===== src/hdl/irq_logic_defs.svh =====
// register offsets, field positions and reset values of the interrupt logic
`ifndef IRQ_LOGIC_DEFS_SVH
`define IRQ_LOGIC_DEFS_SVH

// register select codes
`define REG_PORT_B_OUTPUT 4'h0
`define REG_PORT_A_OUTPUT 4'h1
`define REG_TIMER_ONE_COUNTER_LOW 4'h4
`define REG_TIMER_ONE_LATCH_HIGH 4'h7
`define REG_TIMER_TWO_COUNTER_LOW 4'h8
`define REG_TIMER_TWO_COUNTER_HIGH 4'h9
`define REG_SERIAL_SHIFTER 4'ha
`define REG_PERIPHERAL_CONTROL 4'hc
`define REG_INTERRUPT_FLAGS 4'hd
`define REG_INTERRUPT_ENABLES 4'he

// flag and enable bit positions
`define BIT_PORT_A_LINE_2 0
`define BIT_PORT_A_LINE_1 1
`define BIT_SHIFT_DONE 2
`define BIT_PORT_B_LINE_2 3
`define BIT_PORT_B_LINE_1 4
`define BIT_TIMER_TWO 5
`define BIT_TIMER_ONE 6
`define BIT_SUMMARY 7
`define NUM_SOURCES 7

// peripheral control fields, port a in the low nibble, port b in the high one
`define PCR_LINE_1_RISING 0
`define PCR_LINE_2_INDEPENDENT 1
`define PCR_LINE_2_RISING 2
`define PCR_LINE_2_OUTPUT 3
`define PCR_PORT_B_BASE 4

// reset values
`define FLAGS_RESET 7'h00
`define ENABLES_RESET 7'h00
`define PCR_RESET 8'h00
`define READ_IDLE 8'h00

`endif


===== src/hdl/irq_logic_pkg.sv =====
// types shared by the interrupt logic and its bench
package irq_logic_pkg;

	typedef struct packed {
		logic chip_select_high_active;
		logic chip_select_low_active_n;
		logic read_not_write;
		logic [3:0] register_select_lines;
		logic [7:0] host_data_lines;
		logic phase_two_clock;
	} host_bus_type;

	typedef struct packed {
		logic port_a_ctrl_line_1;
		logic port_a_ctrl_line_2;
		logic port_b_ctrl_line_1;
		logic port_b_ctrl_line_2;
		logic shift_done;
		logic timer_two_timeout;
		logic timer_one_timeout;
	} event_inputs_type;

endpackage


===== src/hdl/peripheral_interrupt_logic.sv =====
// interrupt flags, enables, request output and host register access
// Notes on behaviour
// - request output is low while any flag 0-6 is set with its enable set.
// - request output drives both levels; never tri-stated, not for wired-or use.
// - flag register bit 7 reads the or of every flag anded with its enable.
// - writing the flag register clears each flag written as one.
// - enable write with bit 7 low clears enables written as one.
// - enable write with bit 7 high sets enables written as one.
// - enable register reads bit 7 as one and enables in bits 0-6.
// - control line edges set flags, line 2 only when it is an input; port output register access clears line 1, and line 2 unless independent.
// - eight shifts done sets shift flag; any shifter access clears it.
// - timer two time-out sets flag; read low counter or write high clears.
// - timer one time-out sets flag; read low counter or write high latch clears.
// - independent line 2 flag is not cleared by port output register access.
// - a flag stays set until one of its clearing actions happens.
// - selected read drives the addressed register; selected write stores data.
// - data lines are undriven whenever the device is not selected.
// - reset clears flags and enables and leaves the request output high.
`include "irq_logic_defs.svh"

module peripheral_interrupt_logic (
	// clock and reset
	input wire logic CLK,
	input wire logic SRST,
	// host bus inputs
	input wire irq_logic_pkg::host_bus_type HOST_BUS,
	// interrupt sources
	input wire irq_logic_pkg::event_inputs_type EVENTS,
	// host data lines
	output logic [7:0] HOST_DATA_LINES_OUT,
	output logic HOST_DATA_LINES_OE,
	// interrupt request
	output logic INTERRUPT_REQUEST_N
);
	import irq_logic_pkg::*;

	logic [`NUM_SOURCES-1:0] flags;
	logic [`NUM_SOURCES-1:0] enables;
	logic [`NUM_SOURCES-1:0] set_vec;
	logic [`NUM_SOURCES-1:0] clear_vec;
	logic [7:0] peripheral_control_reg;
	logic phase_two_prev;
	logic selected;
	logic access_start;
	logic host_read;
	logic host_write;
	logic any_active_summary_bit;
	logic [3:0] rs;
	logic [7:0] wdata;
	logic [3:0] line_levels;
	logic [3:0] line_rising;
	logic [3:0] line_edges;
	logic port_a_access;
	logic port_b_access;
	logic port_a_line_2_indep;
	logic port_b_line_2_indep;
	logic port_a_line_2_input;
	logic port_b_line_2_input;
	logic enable_set_clear_select;
	logic [7:0] next_read_data;

	// bus decode
	always_comb begin
		selected = HOST_BUS.chip_select_high_active & ~HOST_BUS.chip_select_low_active_n;
		access_start = selected & HOST_BUS.phase_two_clock & ~phase_two_prev;
		host_read = access_start & HOST_BUS.read_not_write;
		host_write = access_start & ~HOST_BUS.read_not_write;
		rs = HOST_BUS.register_select_lines;
		wdata = HOST_BUS.host_data_lines;
		enable_set_clear_select = wdata[7];
	end

	// one access per rising phase two edge
	always_ff @(posedge CLK) begin
		if (SRST) begin
			phase_two_prev <= 1'b0;
		end else begin
			phase_two_prev <= HOST_BUS.phase_two_clock;
		end
	end

	// peripheral control fields
	always_comb begin
		port_a_line_2_indep = peripheral_control_reg[`PCR_LINE_2_INDEPENDENT];
		port_b_line_2_indep = peripheral_control_reg[`PCR_PORT_B_BASE + `PCR_LINE_2_INDEPENDENT];
		port_a_line_2_input = ~peripheral_control_reg[`PCR_LINE_2_OUTPUT];
		port_b_line_2_input = ~peripheral_control_reg[`PCR_PORT_B_BASE + `PCR_LINE_2_OUTPUT];
		line_levels = {EVENTS.port_b_ctrl_line_2, EVENTS.port_b_ctrl_line_1,
			EVENTS.port_a_ctrl_line_2, EVENTS.port_a_ctrl_line_1};
		line_rising = {peripheral_control_reg[`PCR_PORT_B_BASE + `PCR_LINE_2_RISING],
			peripheral_control_reg[`PCR_PORT_B_BASE + `PCR_LINE_1_RISING],
			peripheral_control_reg[`PCR_LINE_2_RISING],
			peripheral_control_reg[`PCR_LINE_1_RISING]};
	end

	always_ff @(posedge CLK) begin
		if (SRST) begin
			peripheral_control_reg <= `PCR_RESET;
		end else if (host_write && rs == `REG_PERIPHERAL_CONTROL) begin
			peripheral_control_reg <= wdata;
		end
	end

	// edge detectors for the four control lines
	genvar li;
	generate
		for (li = 0; li < 4; li = li + 1) begin : g_line
			ctrl_edge_detect u_edge (
				.clk(CLK),
				.srst(SRST),
				.line(line_levels[li]),
				.rising_sel(line_rising[li]),
				.edge_seen(line_edges[li])
			);
		end
	endgenerate

	// port output register accesses, read or write
	always_comb begin
		port_a_access = access_start & (rs == `REG_PORT_A_OUTPUT);
		port_b_access = access_start & (rs == `REG_PORT_B_OUTPUT);
	end

	// set sources, mapped onto the flag bits
	always_comb begin
		set_vec = '0;
		set_vec[`BIT_PORT_A_LINE_2] = line_edges[1] & port_a_line_2_input;
		set_vec[`BIT_PORT_A_LINE_1] = line_edges[0];
		set_vec[`BIT_SHIFT_DONE] = EVENTS.shift_done;
		set_vec[`BIT_PORT_B_LINE_2] = line_edges[3] & port_b_line_2_input;
		set_vec[`BIT_PORT_B_LINE_1] = line_edges[2];
		set_vec[`BIT_TIMER_TWO] = EVENTS.timer_two_timeout;
		set_vec[`BIT_TIMER_ONE] = EVENTS.timer_one_timeout;
	end

	// clear actions: explicit writes plus access side effects
	always_comb begin
		clear_vec = '0;
		if (host_write && rs == `REG_INTERRUPT_FLAGS) begin
			clear_vec = wdata[`NUM_SOURCES-1:0];
		end
		clear_vec[`BIT_PORT_A_LINE_2] = clear_vec[`BIT_PORT_A_LINE_2]
			| (port_a_access & ~port_a_line_2_indep);
		clear_vec[`BIT_PORT_A_LINE_1] = clear_vec[`BIT_PORT_A_LINE_1] | port_a_access;
		clear_vec[`BIT_PORT_B_LINE_2] = clear_vec[`BIT_PORT_B_LINE_2]
			| (port_b_access & ~port_b_line_2_indep);
		clear_vec[`BIT_PORT_B_LINE_1] = clear_vec[`BIT_PORT_B_LINE_1] | port_b_access;
		clear_vec[`BIT_SHIFT_DONE] = clear_vec[`BIT_SHIFT_DONE]
			| (access_start & rs == `REG_SERIAL_SHIFTER);
		clear_vec[`BIT_TIMER_TWO] = clear_vec[`BIT_TIMER_TWO]
			| (host_read & rs == `REG_TIMER_TWO_COUNTER_LOW)
			| (host_write & rs == `REG_TIMER_TWO_COUNTER_HIGH);
		clear_vec[`BIT_TIMER_ONE] = clear_vec[`BIT_TIMER_ONE]
			| (host_read & rs == `REG_TIMER_ONE_COUNTER_LOW)
			| (host_write & rs == `REG_TIMER_ONE_LATCH_HIGH);
	end

	// sticky flags, reset to zero
	genvar fi;
	generate
		for (fi = 0; fi < `NUM_SOURCES; fi = fi + 1) begin : g_flag
			flag_cell u_flag (
				.clk(CLK),
				.srst(SRST),
				.set(set_vec[fi]),
				.clear(clear_vec[fi]),
				.flag(flags[fi])
			);
		end
	endgenerate

	// enables change by set or clear masks
	always_ff @(posedge CLK) begin
		if (SRST) begin
			enables <= `ENABLES_RESET;
		end else if (host_write && rs == `REG_INTERRUPT_ENABLES) begin
			if (enable_set_clear_select) begin
				enables <= enables | wdata[`NUM_SOURCES-1:0];
			end else begin
				enables <= enables & ~wdata[`NUM_SOURCES-1:0];
			end
		end
	end

	// summary of active interrupts
	always_comb begin
		any_active_summary_bit = |(flags & enables);
	end

	// request output, driven both ways
	always_ff @(posedge CLK) begin
		if (SRST) begin
			INTERRUPT_REQUEST_N <= 1'b1;
		end else begin
			INTERRUPT_REQUEST_N <= ~any_active_summary_bit;
		end
	end

	// read data selection
	always_comb begin
		case (rs)
			`REG_INTERRUPT_FLAGS: next_read_data = {any_active_summary_bit, flags};
			`REG_INTERRUPT_ENABLES: next_read_data = {1'b1, enables};
			`REG_PERIPHERAL_CONTROL: next_read_data = peripheral_control_reg;
			default: next_read_data = `READ_IDLE;
		endcase
	end

	always_ff @(posedge CLK) begin
		if (SRST) begin
			HOST_DATA_LINES_OUT <= `READ_IDLE;
		end else if (host_read) begin
			HOST_DATA_LINES_OUT <= next_read_data;
		end
	end

	// drive the bus only during a selected read with phase two high
	always_ff @(posedge CLK) begin
		if (SRST) begin
			HOST_DATA_LINES_OE <= 1'b0;
		end else begin
			HOST_DATA_LINES_OE <= selected & HOST_BUS.read_not_write
				& HOST_BUS.phase_two_clock;
		end
	end
endmodule


===== src/hdl/ctrl_edge_detect.sv =====
// active edge detector for one peripheral control line
module ctrl_edge_detect (
	// clock and reset
	input wire logic clk,
	input wire logic srst,
	// line and chosen polarity
	input wire logic line,
	input wire logic rising_sel,
	// one-cycle pulse on the chosen edge
	output logic edge_seen
);
	logic prev;
	logic armed;

	// no edge is reported until one sample of the line has been taken
	always_ff @(posedge clk) begin
		if (srst) begin
			prev <= 1'b0;
			armed <= 1'b0;
		end else begin
			prev <= line;
			armed <= 1'b1;
		end
	end

	always_comb begin
		edge_seen = armed & (rising_sel ? (line & ~prev) : (~line & prev));
	end
endmodule


===== src/hdl/flag_cell.sv =====
// one sticky interrupt flag where a set beats a clear in the same cycle
module flag_cell (
	// clock and reset
	input wire logic clk,
	input wire logic srst,
	// set and clear requests
	input wire logic set,
	input wire logic clear,
	// flag state
	output logic flag
);
	always_ff @(posedge clk) begin
		if (srst) begin
			flag <= 1'b0;
		end else if (set) begin
			flag <= 1'b1;
		end else if (clear) begin
			flag <= 1'b0;
		end
	end
endmodule


===== config.mk =====
export PLATFORM = sky130hd
export DESIGN_NAME = peripheral_interrupt_logic
export DESIGN_NICKNAME = d
export VERILOG_FILES = /design/src/hdl/irq_logic_pkg.sv /design/src/hdl/peripheral_interrupt_logic.sv /design/src/hdl/ctrl_edge_detect.sv /design/src/hdl/flag_cell.sv
export VERILOG_INCLUDE_DIRS = /design/src /design/src/hdl
export SDC_FILE = /design/constraint.sdc
export NUM_CORES = 1
export LEC_CHECK = 0
export BUFFER_PORTS_ARGS = -buffer_cell sky130_fd_sc_hd__buf_4
export CORE_MARGIN = 3
export CORE_UTILIZATION = 40
export DETAILED_ROUTE_END_ITERATION = 16
export GPL_ROUTABILITY_DRIVEN = 0
export PLACE_DENSITY = 0.63
export SLEW_MARGIN = 0
export SYNTH_ARGS = -nofsm -noshare
export SYNTH_HDL_FRONTEND = slang
export SYNTH_SLANG_ARGS = --single-unit

===== constraint.sdc =====
create_clock -name CLK -period 1.6 [get_ports CLK]
set_input_delay 0.32 -clock CLK [delete_from_list [all_inputs] [get_ports CLK]]
set_output_delay 0.32 -clock CLK [all_outputs]
set_load 0.02 [all_outputs]

---- After elaboration in Yosys (flattened, before gate mapping) ----
Cells that the tools add are included.
word-level totals
  flip-flop bits (word level) ............. 38
  latch bits .............................. 0
  bits in writable memories ............... 0
  bits in read-only memories .............. 0
  input port bits ......................... 25
  logic and storage cells ................. 120
  memories kept ........................... 0
operators by class
  $add $sub $neg .......................... 0
  multiply operators ...................... 0
  div/mod/pow operators ................... 0
  order comparisons ....................... 0
  eq/ne operators ......................... 9
  shift-type cells ........................ 0
  multiplexer cells ....................... 22
  bitwise gates (word level) .............. 59
  reduce and logical (&&, ||, !) cells .... 12
operators by type and width
  operator                                        count
  bitwise AND 1 bit                               30
  == test 4 bit (second input constant)           6
  case mux 8 bit (3 select lines)                 1
  two-way mux 1 bit                               19
  NOT 1 bit                                       16
  bitwise AND 7 bit                               2
  two-way mux 7 bit                               2
  nonzero test 2 bit                              7
  bitwise OR 1 bit                                9
  == test 4 x 3 -> 1 bit (second input constant)  2
  NOT 7 bit                                       1
  bitwise OR 7 bit                                1
  OR reduction 7 bit                              1
  == test 4 x 1 -> 1 bit (second input constant)  1
  logical NOT 4 bit                               1
  logical AND 1 bit                               3

---- Longest topological paths before layout ----
Gate-level depths: netlist of run 1.
  depth after elaboration ................. 11
  depth in mapped cells ................... 6
  gate-level depth less buffers ........... 4

---- Hierarchy ----
From an unflattened synthesis of run 1, not the netlist that was laid out.
unflattened totals
  cells, all modules ...................... 207
  area, all modules ....................... 2045.7 um^2
by module, submodules not included
  module                      instances  cells each  area each (um^2)
  peripheral_interrupt_logic  1          151         1478.9
  ctrl_edge_detect            4          7           73.8
  flag_cell                   7          4           38.8

---- Least setup slack after synthesis of run 1 ----
Ideal clock, no wire load.
  path type ............................... input to register
  start point ............................. input HOST_BUS[13] (netlist name)
  end point ............................... register g_flag[5].u_flag.flag
  library setup time ...................... 119 ps
  arrival time ............................ 1212 ps
  slack ................................... 269 ps
  stages .................................. 6
  path buffers ............................ 2
  cells stage by stage .................... buf_6 and3b_1 buf_6 and3_4 a21boi_2 o221a_1
on the way
  word-level cells in the longest chain between the ends .. 7
  elaborated cells between the ends (all ways) .. 10
  classes of those cells .................. mux (1); bitwise (7); reduce/logical (2)
RTL lines
  item                                     RTL line                           text
  start, declared                          peripheral_interrupt_logic.sv:26   input wire irq_logic_pkg::host_bus_type HOST_BUS,
  NOT 1 bit                                peripheral_interrupt_logic.sv:67   host_write = access_start & ~HOST_BUS.read_not_write;
  bitwise AND 1 bit                        peripheral_interrupt_logic.sv:67
  logical AND 1 bit (no source line)       -
  two-way mux 7 bit                        peripheral_interrupt_logic.sv:139  if (host_write && rs == `REG_INTERRUPT_FLAGS) begin
  bitwise OR 1 bit                         peripheral_interrupt_logic.sv:150  clear_vec[`BIT_TIMER_TWO] = clear_vec[`BIT_TIMER_TWO]
  bitwise OR 1 bit (*)                     peripheral_interrupt_logic.sv:150
  nonzero test 2 bit (no source line) (*)  -
  end signal, assigned                     flag_cell.sv:14                    flag <= 1'b0;
  end signal, assigned                     flag_cell.sv:16                    flag <= 1'b1;
  end signal, assigned                     flag_cell.sv:18                    flag <= 1'b0;
  end, declared                            flag_cell.sv:10                    output logic flag
Every way passes the cells marked *; elsewhere a longest branch is shown, timed or not.
A chain may end at the register's enable or synchronous reset.

---- Worst setup path after layout of run 1 ----
  start point ............................. register phase_two_prev
  end point ............................... register HOST_DATA_LINES_OUT[3]
on the way
  word-level cells in the longest chain between the ends .. 3
RTL lines
  item                    RTL line                           text
  start, declared         peripheral_interrupt_logic.sv:42   logic phase_two_prev;
  start signal, assigned  peripheral_interrupt_logic.sv:78   phase_two_prev <= HOST_BUS.phase_two_clock;
  NOT 1 bit               peripheral_interrupt_logic.sv:65   access_start = selected & HOST_BUS.phase_two_clock & ~phase_two_prev;
  bitwise AND 1 bit       peripheral_interrupt_logic.sv:65
  bitwise AND 1 bit       peripheral_interrupt_logic.sv:66   host_read = access_start & HOST_BUS.read_not_write;
  end signal, assigned    peripheral_interrupt_logic.sv:211  HOST_DATA_LINES_OUT <= `READ_IDLE;
  end signal, assigned    peripheral_interrupt_logic.sv:213  HOST_DATA_LINES_OUT <= next_read_data;
  end, declared           peripheral_interrupt_logic.sv:30   output logic [7:0] HOST_DATA_LINES_OUT,
No other way between the ends.

==> run summary, run 1 <==
Pleak: 0.904 nW
Vias in the first global route: 1491
Worst path buffer plus inverter count: 1
Setup violations, final: 0
Hold slack: 0.256 ns
RSZ-0062 raised after global routing: no
Post-CTS Setup Repair Bufs: 0
CTS Root Cell: clkbuf_8
Max clock buf depth: 2
Ys async rst share: 0%
Most common cell in the netlist: dfxtp_1
Cells after DPL: 281
Register area share after synthesis: 43.5%
Switch share: 24.1%
Final Hold Violating Endpoints: 0
Nets@finish: 263
# resized after CTS: 0
Clk_lat worst skew: 0.29 ns
Vias: 1588
EDFF count, synth: 0
Share of post-route cells with drive strength above 1: 21.3%
Syn Area/Cell: 8.70 µm²
Starting Density: 42.5%
Die H: 72.1 µm
Worst Skew: 0.00898 ns
Sequential share of power: 53.0%
I/O pins: 35
CP cell instances: and4bb_1 > buf_4 > nand4_1 > o21ai_0
Ys Warns: 0
Non-Filler Instances: 289
Die width: 72.1 µm
Netlist cell types: 40
Pre-CTS WS: 0.0632 ns
Final Critical Period: 1.40 ns
Predominant post-synthesis flop cell: dfxtp_1
Worst slew pin tran: 0.428 ns
Synth top area share: 43.5%
CTS buffer count: 5
Top cell family by delay on the critical path: simple AND/OR/NAND/NOR gates
Sink Count: 38
Final instance area: 0.00215 mm²
Gr ovfl total: 0
Detail Route Antenna Nets: 0
Port-buffer cells: 34
Hold-fix buffers at CTS: 0
Post-synth net total: 226
Global-route wire length before repair: 7340 µm
Worst EP required: 1.82 ns
H-tree Lvls: 2
CP max stage cell: and4bb_1
Final TNS setup: 0 ns
Initial antenna violation count: 0
Status: finished clean
Initial DRC count: 145
Worst setup path class: reg -> reg
Row cnt: 23
Yosys top cell by area: dfxtp_1
Worst-path clk slew: 0.08 ns
Final Routed Wirelength: 4490 µm
Cell area after synthesis: 0.00175 mm²
Vias per inst: 5.49
Worst VDD drop: 0.457 mV
Slowest Stage Delay on Critical Path: 0.33 ns
Total GRT Usage: 18.3%
Switching power of the nets: 442 µW
# DRC: 0
Critical Path Sink Type: flip-flop
Cell area power density: 855 mW/mm²
Die area: 0.00520 mm²
Worst slew margin: 71.5%
Synth top cells by count: 38 x dfxtp_1, 34 x nor2_1, 22 x mux2i_1
Seq cells post-synth: 38
Setup ws final: 0.197 ns
Top cells by area, synth: dfxtp_1 43%, mux2i_1 13%, nor2_1 7.3%, a21oi_1 4.0%, nand4_1 3.9%
Largest fanout on the critical path: 8
Slew Limit Fails: 0
Cells after Synth: 201
Internal: 1.40 mW
Clk pwr share: 36.8%
Pre-Repair DR Iteration Count: 4
CP Launch Type: flip-flop
HPWL Detailed: 3410 µm
Dpl cell area: 0.00206 mm²
Inserted Diodes: 0
F_max: 0.713 GHz
CTS tree: built
Wire length per cell: 15.5 µm
Max-cap violation count: 0
Design Power: 1.84 mW
Core Util, Final: 52.3%
Area grow syn2layout: 23.0%
Largest net degree at the start of global routing: 16
CP arrival: 1.62 ns
Worst Hold Class: in -> reg
Tcrit/Tclk final: 87.7%
Core area: 0.00412 mm²
Logic pwr share: 10.1%
final timing paths:
| kind | startpoint | endpoint | slack, ns | cells past startpoint |
|---|---|---|---|---|
| max | phase_two_prev$_SDFF_PP0_ | HOST_DATA_LINES_OUT[3]$_SDFFE_PP0P_ | 0.20 | 4 |
| min | EVENTS[4] | g_line[2].u_edge.prev$_SDFF_PP0_ | 0.26 | 2 |
| max reg2reg | phase_two_prev$_SDFF_PP0_ | HOST_DATA_LINES_OUT[3]$_SDFFE_PP0P_ | 0.20 | 4 |
| min reg2reg | HOST_DATA_LINES_OUT[2]$_SDFFE_PP0P_ | HOST_DATA_LINES_OUT[2]$_SDFFE_PP0P_ | 0.45 | 2 |
layout make-up:
type	count	area [µm²]
fill	423	1960
inverter	3	11.3
clock inverter	1	5.00
timing repair buffer	42	328
clock buffer	7	86.3
multi-input combinational	148	898
tap	50	62.6
sequential	38	761
power groups by stage:
stage,combinational [mW],sequential [mW],clock [mW]
2_1_floorplan,0.0970,0.994,0
3_3_place_gp,0.185,0.997,0
3_5_place_dp,0.185,0.997,0
4_1_cts,0.186,0.975,0.700
5_1_grt,0.203,0.977,0.734
6_report,0.187,0.975,0.677
worst reg2reg max path, cell delays in order, from the launching register on:
cell	delay (ns)
dfxtp_1	0.30
and4bb_1	0.33
buf_4	0.19
nand4_1	0.26
o21ai_0	0.24
cell families after synthesis:
kind of cell | count (synthesis) | synth area share [%]
AOI/OAI and AO/OA | 41 | 14.7
muxes | 22 | 12.6
DFF | 38 | 43.5
buffers and inverters | 15 | 5.15
xor gates and xnor gates | 1 | 0.501
and+or+nand+nor | 84 | 23.6
layer usage:
metal / wire, µm / up-vias / track usage [%]
met4: 64 / 0 / 6.26
met3: 407 / 7 / 4.02
li1: - / 784 / -
met1: 1930 / 729 / 24.8
met2: 2090 / 68 / 28.8
met5: 0 / - / 0
placed cells by master (no fill, tap or decap), drive strengths merged, types with 2 or more instances in the layout:
cell / instances
nand4: 11
and3: 2
o21ai: 11
dfxtp: 38
buf: 42
mux2i: 22
and2b: 2
nor2b: 6
nand2: 18
a22oi: 2
nor2: 34
clkbuf: 7
a21oi: 14
a31oi: 2
a21boi: 2
nand3: 3
inv: 3
(Power assumes the default switching activity.)
==> run 2: changes to the inputs <==
--- a/config.mk
+++ b/config.mk
@@ -11,8 +11,9 @@
 export CORE_UTILIZATION = 40
 export DETAILED_ROUTE_END_ITERATION = 16
 export GPL_ROUTABILITY_DRIVEN = 0
-export PLACE_DENSITY = 0.63
+export PLACE_DENSITY = 0.62
 export SLEW_MARGIN = 0
 export SYNTH_ARGS = -nofsm -noshare
 export SYNTH_HDL_FRONTEND = slang
+export SYNTH_HIERARCHICAL = 1
 export SYNTH_SLANG_ARGS = --single-unit
==> run summary, run 2 <==
Status: finished clean
Die area: 0.00601 mm²
Hold-fix buffers at CTS: 0
Final Critical Period: 1.47 ns
H-tree Lvls: 2
CP arrival: 1.69 ns
Starting Density: 42.5%
Post-CTS Setup Repair Bufs: 0
Worst path buffer plus inverter count: 0
Final TNS setup: 0 ns
Commonest non-fill, non-tap cell in the layout: buf_4
Core area: 0.00482 mm²
Ys async rst share: 0%
Largest net degree at the start of global routing: 35
I/O pins: 35
CP cell instances: and4bb_2 > and3_1 > a22o_1 > nand2b_1 > a21oi_2
# DRC: 0
Nets@finish: 271
Inserted Diodes: 0
Wire length per cell: 15.7 µm
HPWL Detailed: 3600 µm
Final Hold Violating Endpoints: 0
Pre-Repair DR Iteration Count: 4
FF+latch area: 821 µm²
Die width: 77.5 µm
CTS tree: built
Initial DRC count: 144
Syn Area/Cell: 9.88 µm²
Most frequent cells in the layout: 46 x buf_4, 41 x dfxtp_1, 16 x nand2b_1
Synth top cells by count: 41 x dfxtp_1, 16 x nand2b_1, 14 x mux2i_1
Predominant post-synthesis flop cell: dfxtp_1
Gr ovfl total: 0
Worst slew pin tran: 0.419 ns
Setup violations, final: 0
F_max: 0.679 GHz
Detail Route Antenna Nets: 0
Most common cell in the netlist: dfxtp_1
Vias in the first global route: 1642
Worst setup path class: reg -> reg
Critical Path Sink Type: flip-flop
Max clock buf depth: 2
Core Util, Final: 52.3%
Initial antenna violation count: 0
Sink Count: 41
Post-synth net total: 232
Cell area after synthesis: 0.00205 mm²
EDFF count, synth: 0
Largest fanout on the critical path: 5
Seq cells post-synth: 41
Netlist cell types: 37
Slew Limit Fails: 0
Tcrit/Tclk final: 92.0%
Worst VDD drop: 0.355 mV
Vias: 1700
Yosys top cell by area: dfxtp_1
# resized after CTS: 0
Die H: 77.5 µm
Register area share after synthesis: 40.1%
Top cells by area, synth: dfxtp_1 40%, mux2i_1 6.9%, nand4b_1 5.1%, nand2b_1 4.9%, a22o_1 3.9%
Top cell family by delay on the critical path: simple AND/OR/NAND/NOR gates
Cells after Synth: 207
Total GRT Usage: 17.2%
Slowest Stage Delay on Critical Path: 0.34 ns
Synth top area share: 40.1%
Fill count: 481
Vias per inst: 5.43
Max-cap violation count: 0
Ys Warns: 6
Port-buffer cells: 34
CP max stage cell: dfxtp_1
CTS buffer count: 5
Clk_lat worst skew: 0.29 ns
Row cnt: 25
Share of post-route cells with drive strength above 1: 27.6%
Worst Skew: 0.00473 ns
Cell area power density: 778 mW/mm²
Global-route wire length before repair: 8190 µm
CP Launch Type: flip-flop
Worst EP required: 1.82 ns
CTS Root Cell: clkbuf_8
Final Routed Wirelength: 4930 µm
Worst slew margin: 72.0%
RSZ-0062 raised after global routing: no
Area of the multi-input gates: 0.00110 mm²
Pleak: 1.02 nW
Worst-path clk slew: 0.08 ns
Worst Hold Class: in -> reg
Area grow syn2layout: 23.2%
[run 2: changes by cell type after synthesis, sizes merged, moves of 7 or more]
cell / change
a22o: +9
inv: +9
mux2i: -8
nand2: -12
nand2b: +15
nand4b: +12
nor2: -33
o21ai: -11
o2bb2ai: +9
o41ai: +7
[run 2: cell families (layout without fill, tap and decap cells)]
family / Yosys count / after routing / synth area share [%]
buffers and inverters: 28 / 67 / 6.12
flip-flops: 41 / 41 / 40.1
multiplexers: 14 / 14 / 6.85
AND/OR/NAND/NOR: 73 / 73 / 25.3
XOR/XNOR: 1 / 1 / 0.428
AO/OA/AOI/OAI: 50 / 50 / 21.2
[run 2: final timing paths]
path	startpoint	endpoint	slack (ns)	depth (start not counted)
max	phase_two_prev$_SDFF_PP0_	g_flag[5].u_flag/flag$_SDFFE_PP0P_	0.13	5
min	EVENTS[5]	g_line[1].u_edge/prev$_SDFF_PP0_	0.26	2
min reg2reg	HOST_DATA_LINES_OUT[7]$_SDFFE_PP0P_	HOST_DATA_LINES_OUT[7]$_SDFFE_PP0P_	0.47	1
max reg2reg	phase_two_prev$_SDFF_PP0_	g_flag[5].u_flag/flag$_SDFFE_PP0P_	0.13	5
[run 2: area by class of cell]
cell class	count	share of cell area, %
Clock buffer	7	3.42
Inverter	12	1.79
Multi-Input combinational cell	138	43.6
Sequential cell	41	32.6
Tap cell	67	3.33
Timing Repair Buffer	48	15.3
[run 2: metrics by stage]
stage	cell area (µm²)	worst slack [ns]	hold slack, ns	instances	total power, mW
3_3_place_gp	2430	0.0285	0.460	306	1.31
6_report	2520	0.128	0.259	313	1.96
2_1_floorplan	2050	0.0973	0.377	207	1.20
4_1_cts	2520	0.125	0.254	313	1.99
5_1_grt	2520	0.0651	0.252	313	2.06
3_5_place_dp	2430	0.0225	0.461	306	1.31
[run 2: where the power goes]
part	switching, mW	total, mW	internal, mW
Combinational	0.121	0.233	0.112
Sequential	0.0154	1.06	1.04
Clock	0.329	0.671	0.342
[run 2: metal layers]
layer | up-vias | track usage (%) | routed length (µm)
met5 | - | 0 | 0
met4 | 0 | 3.91 | 42
met3 | 5 | 3.71 | 300
met2 | 50 | 27.5 | 2260
met1 | 789 | 23.8 | 2320
li1 | 856 | - | -
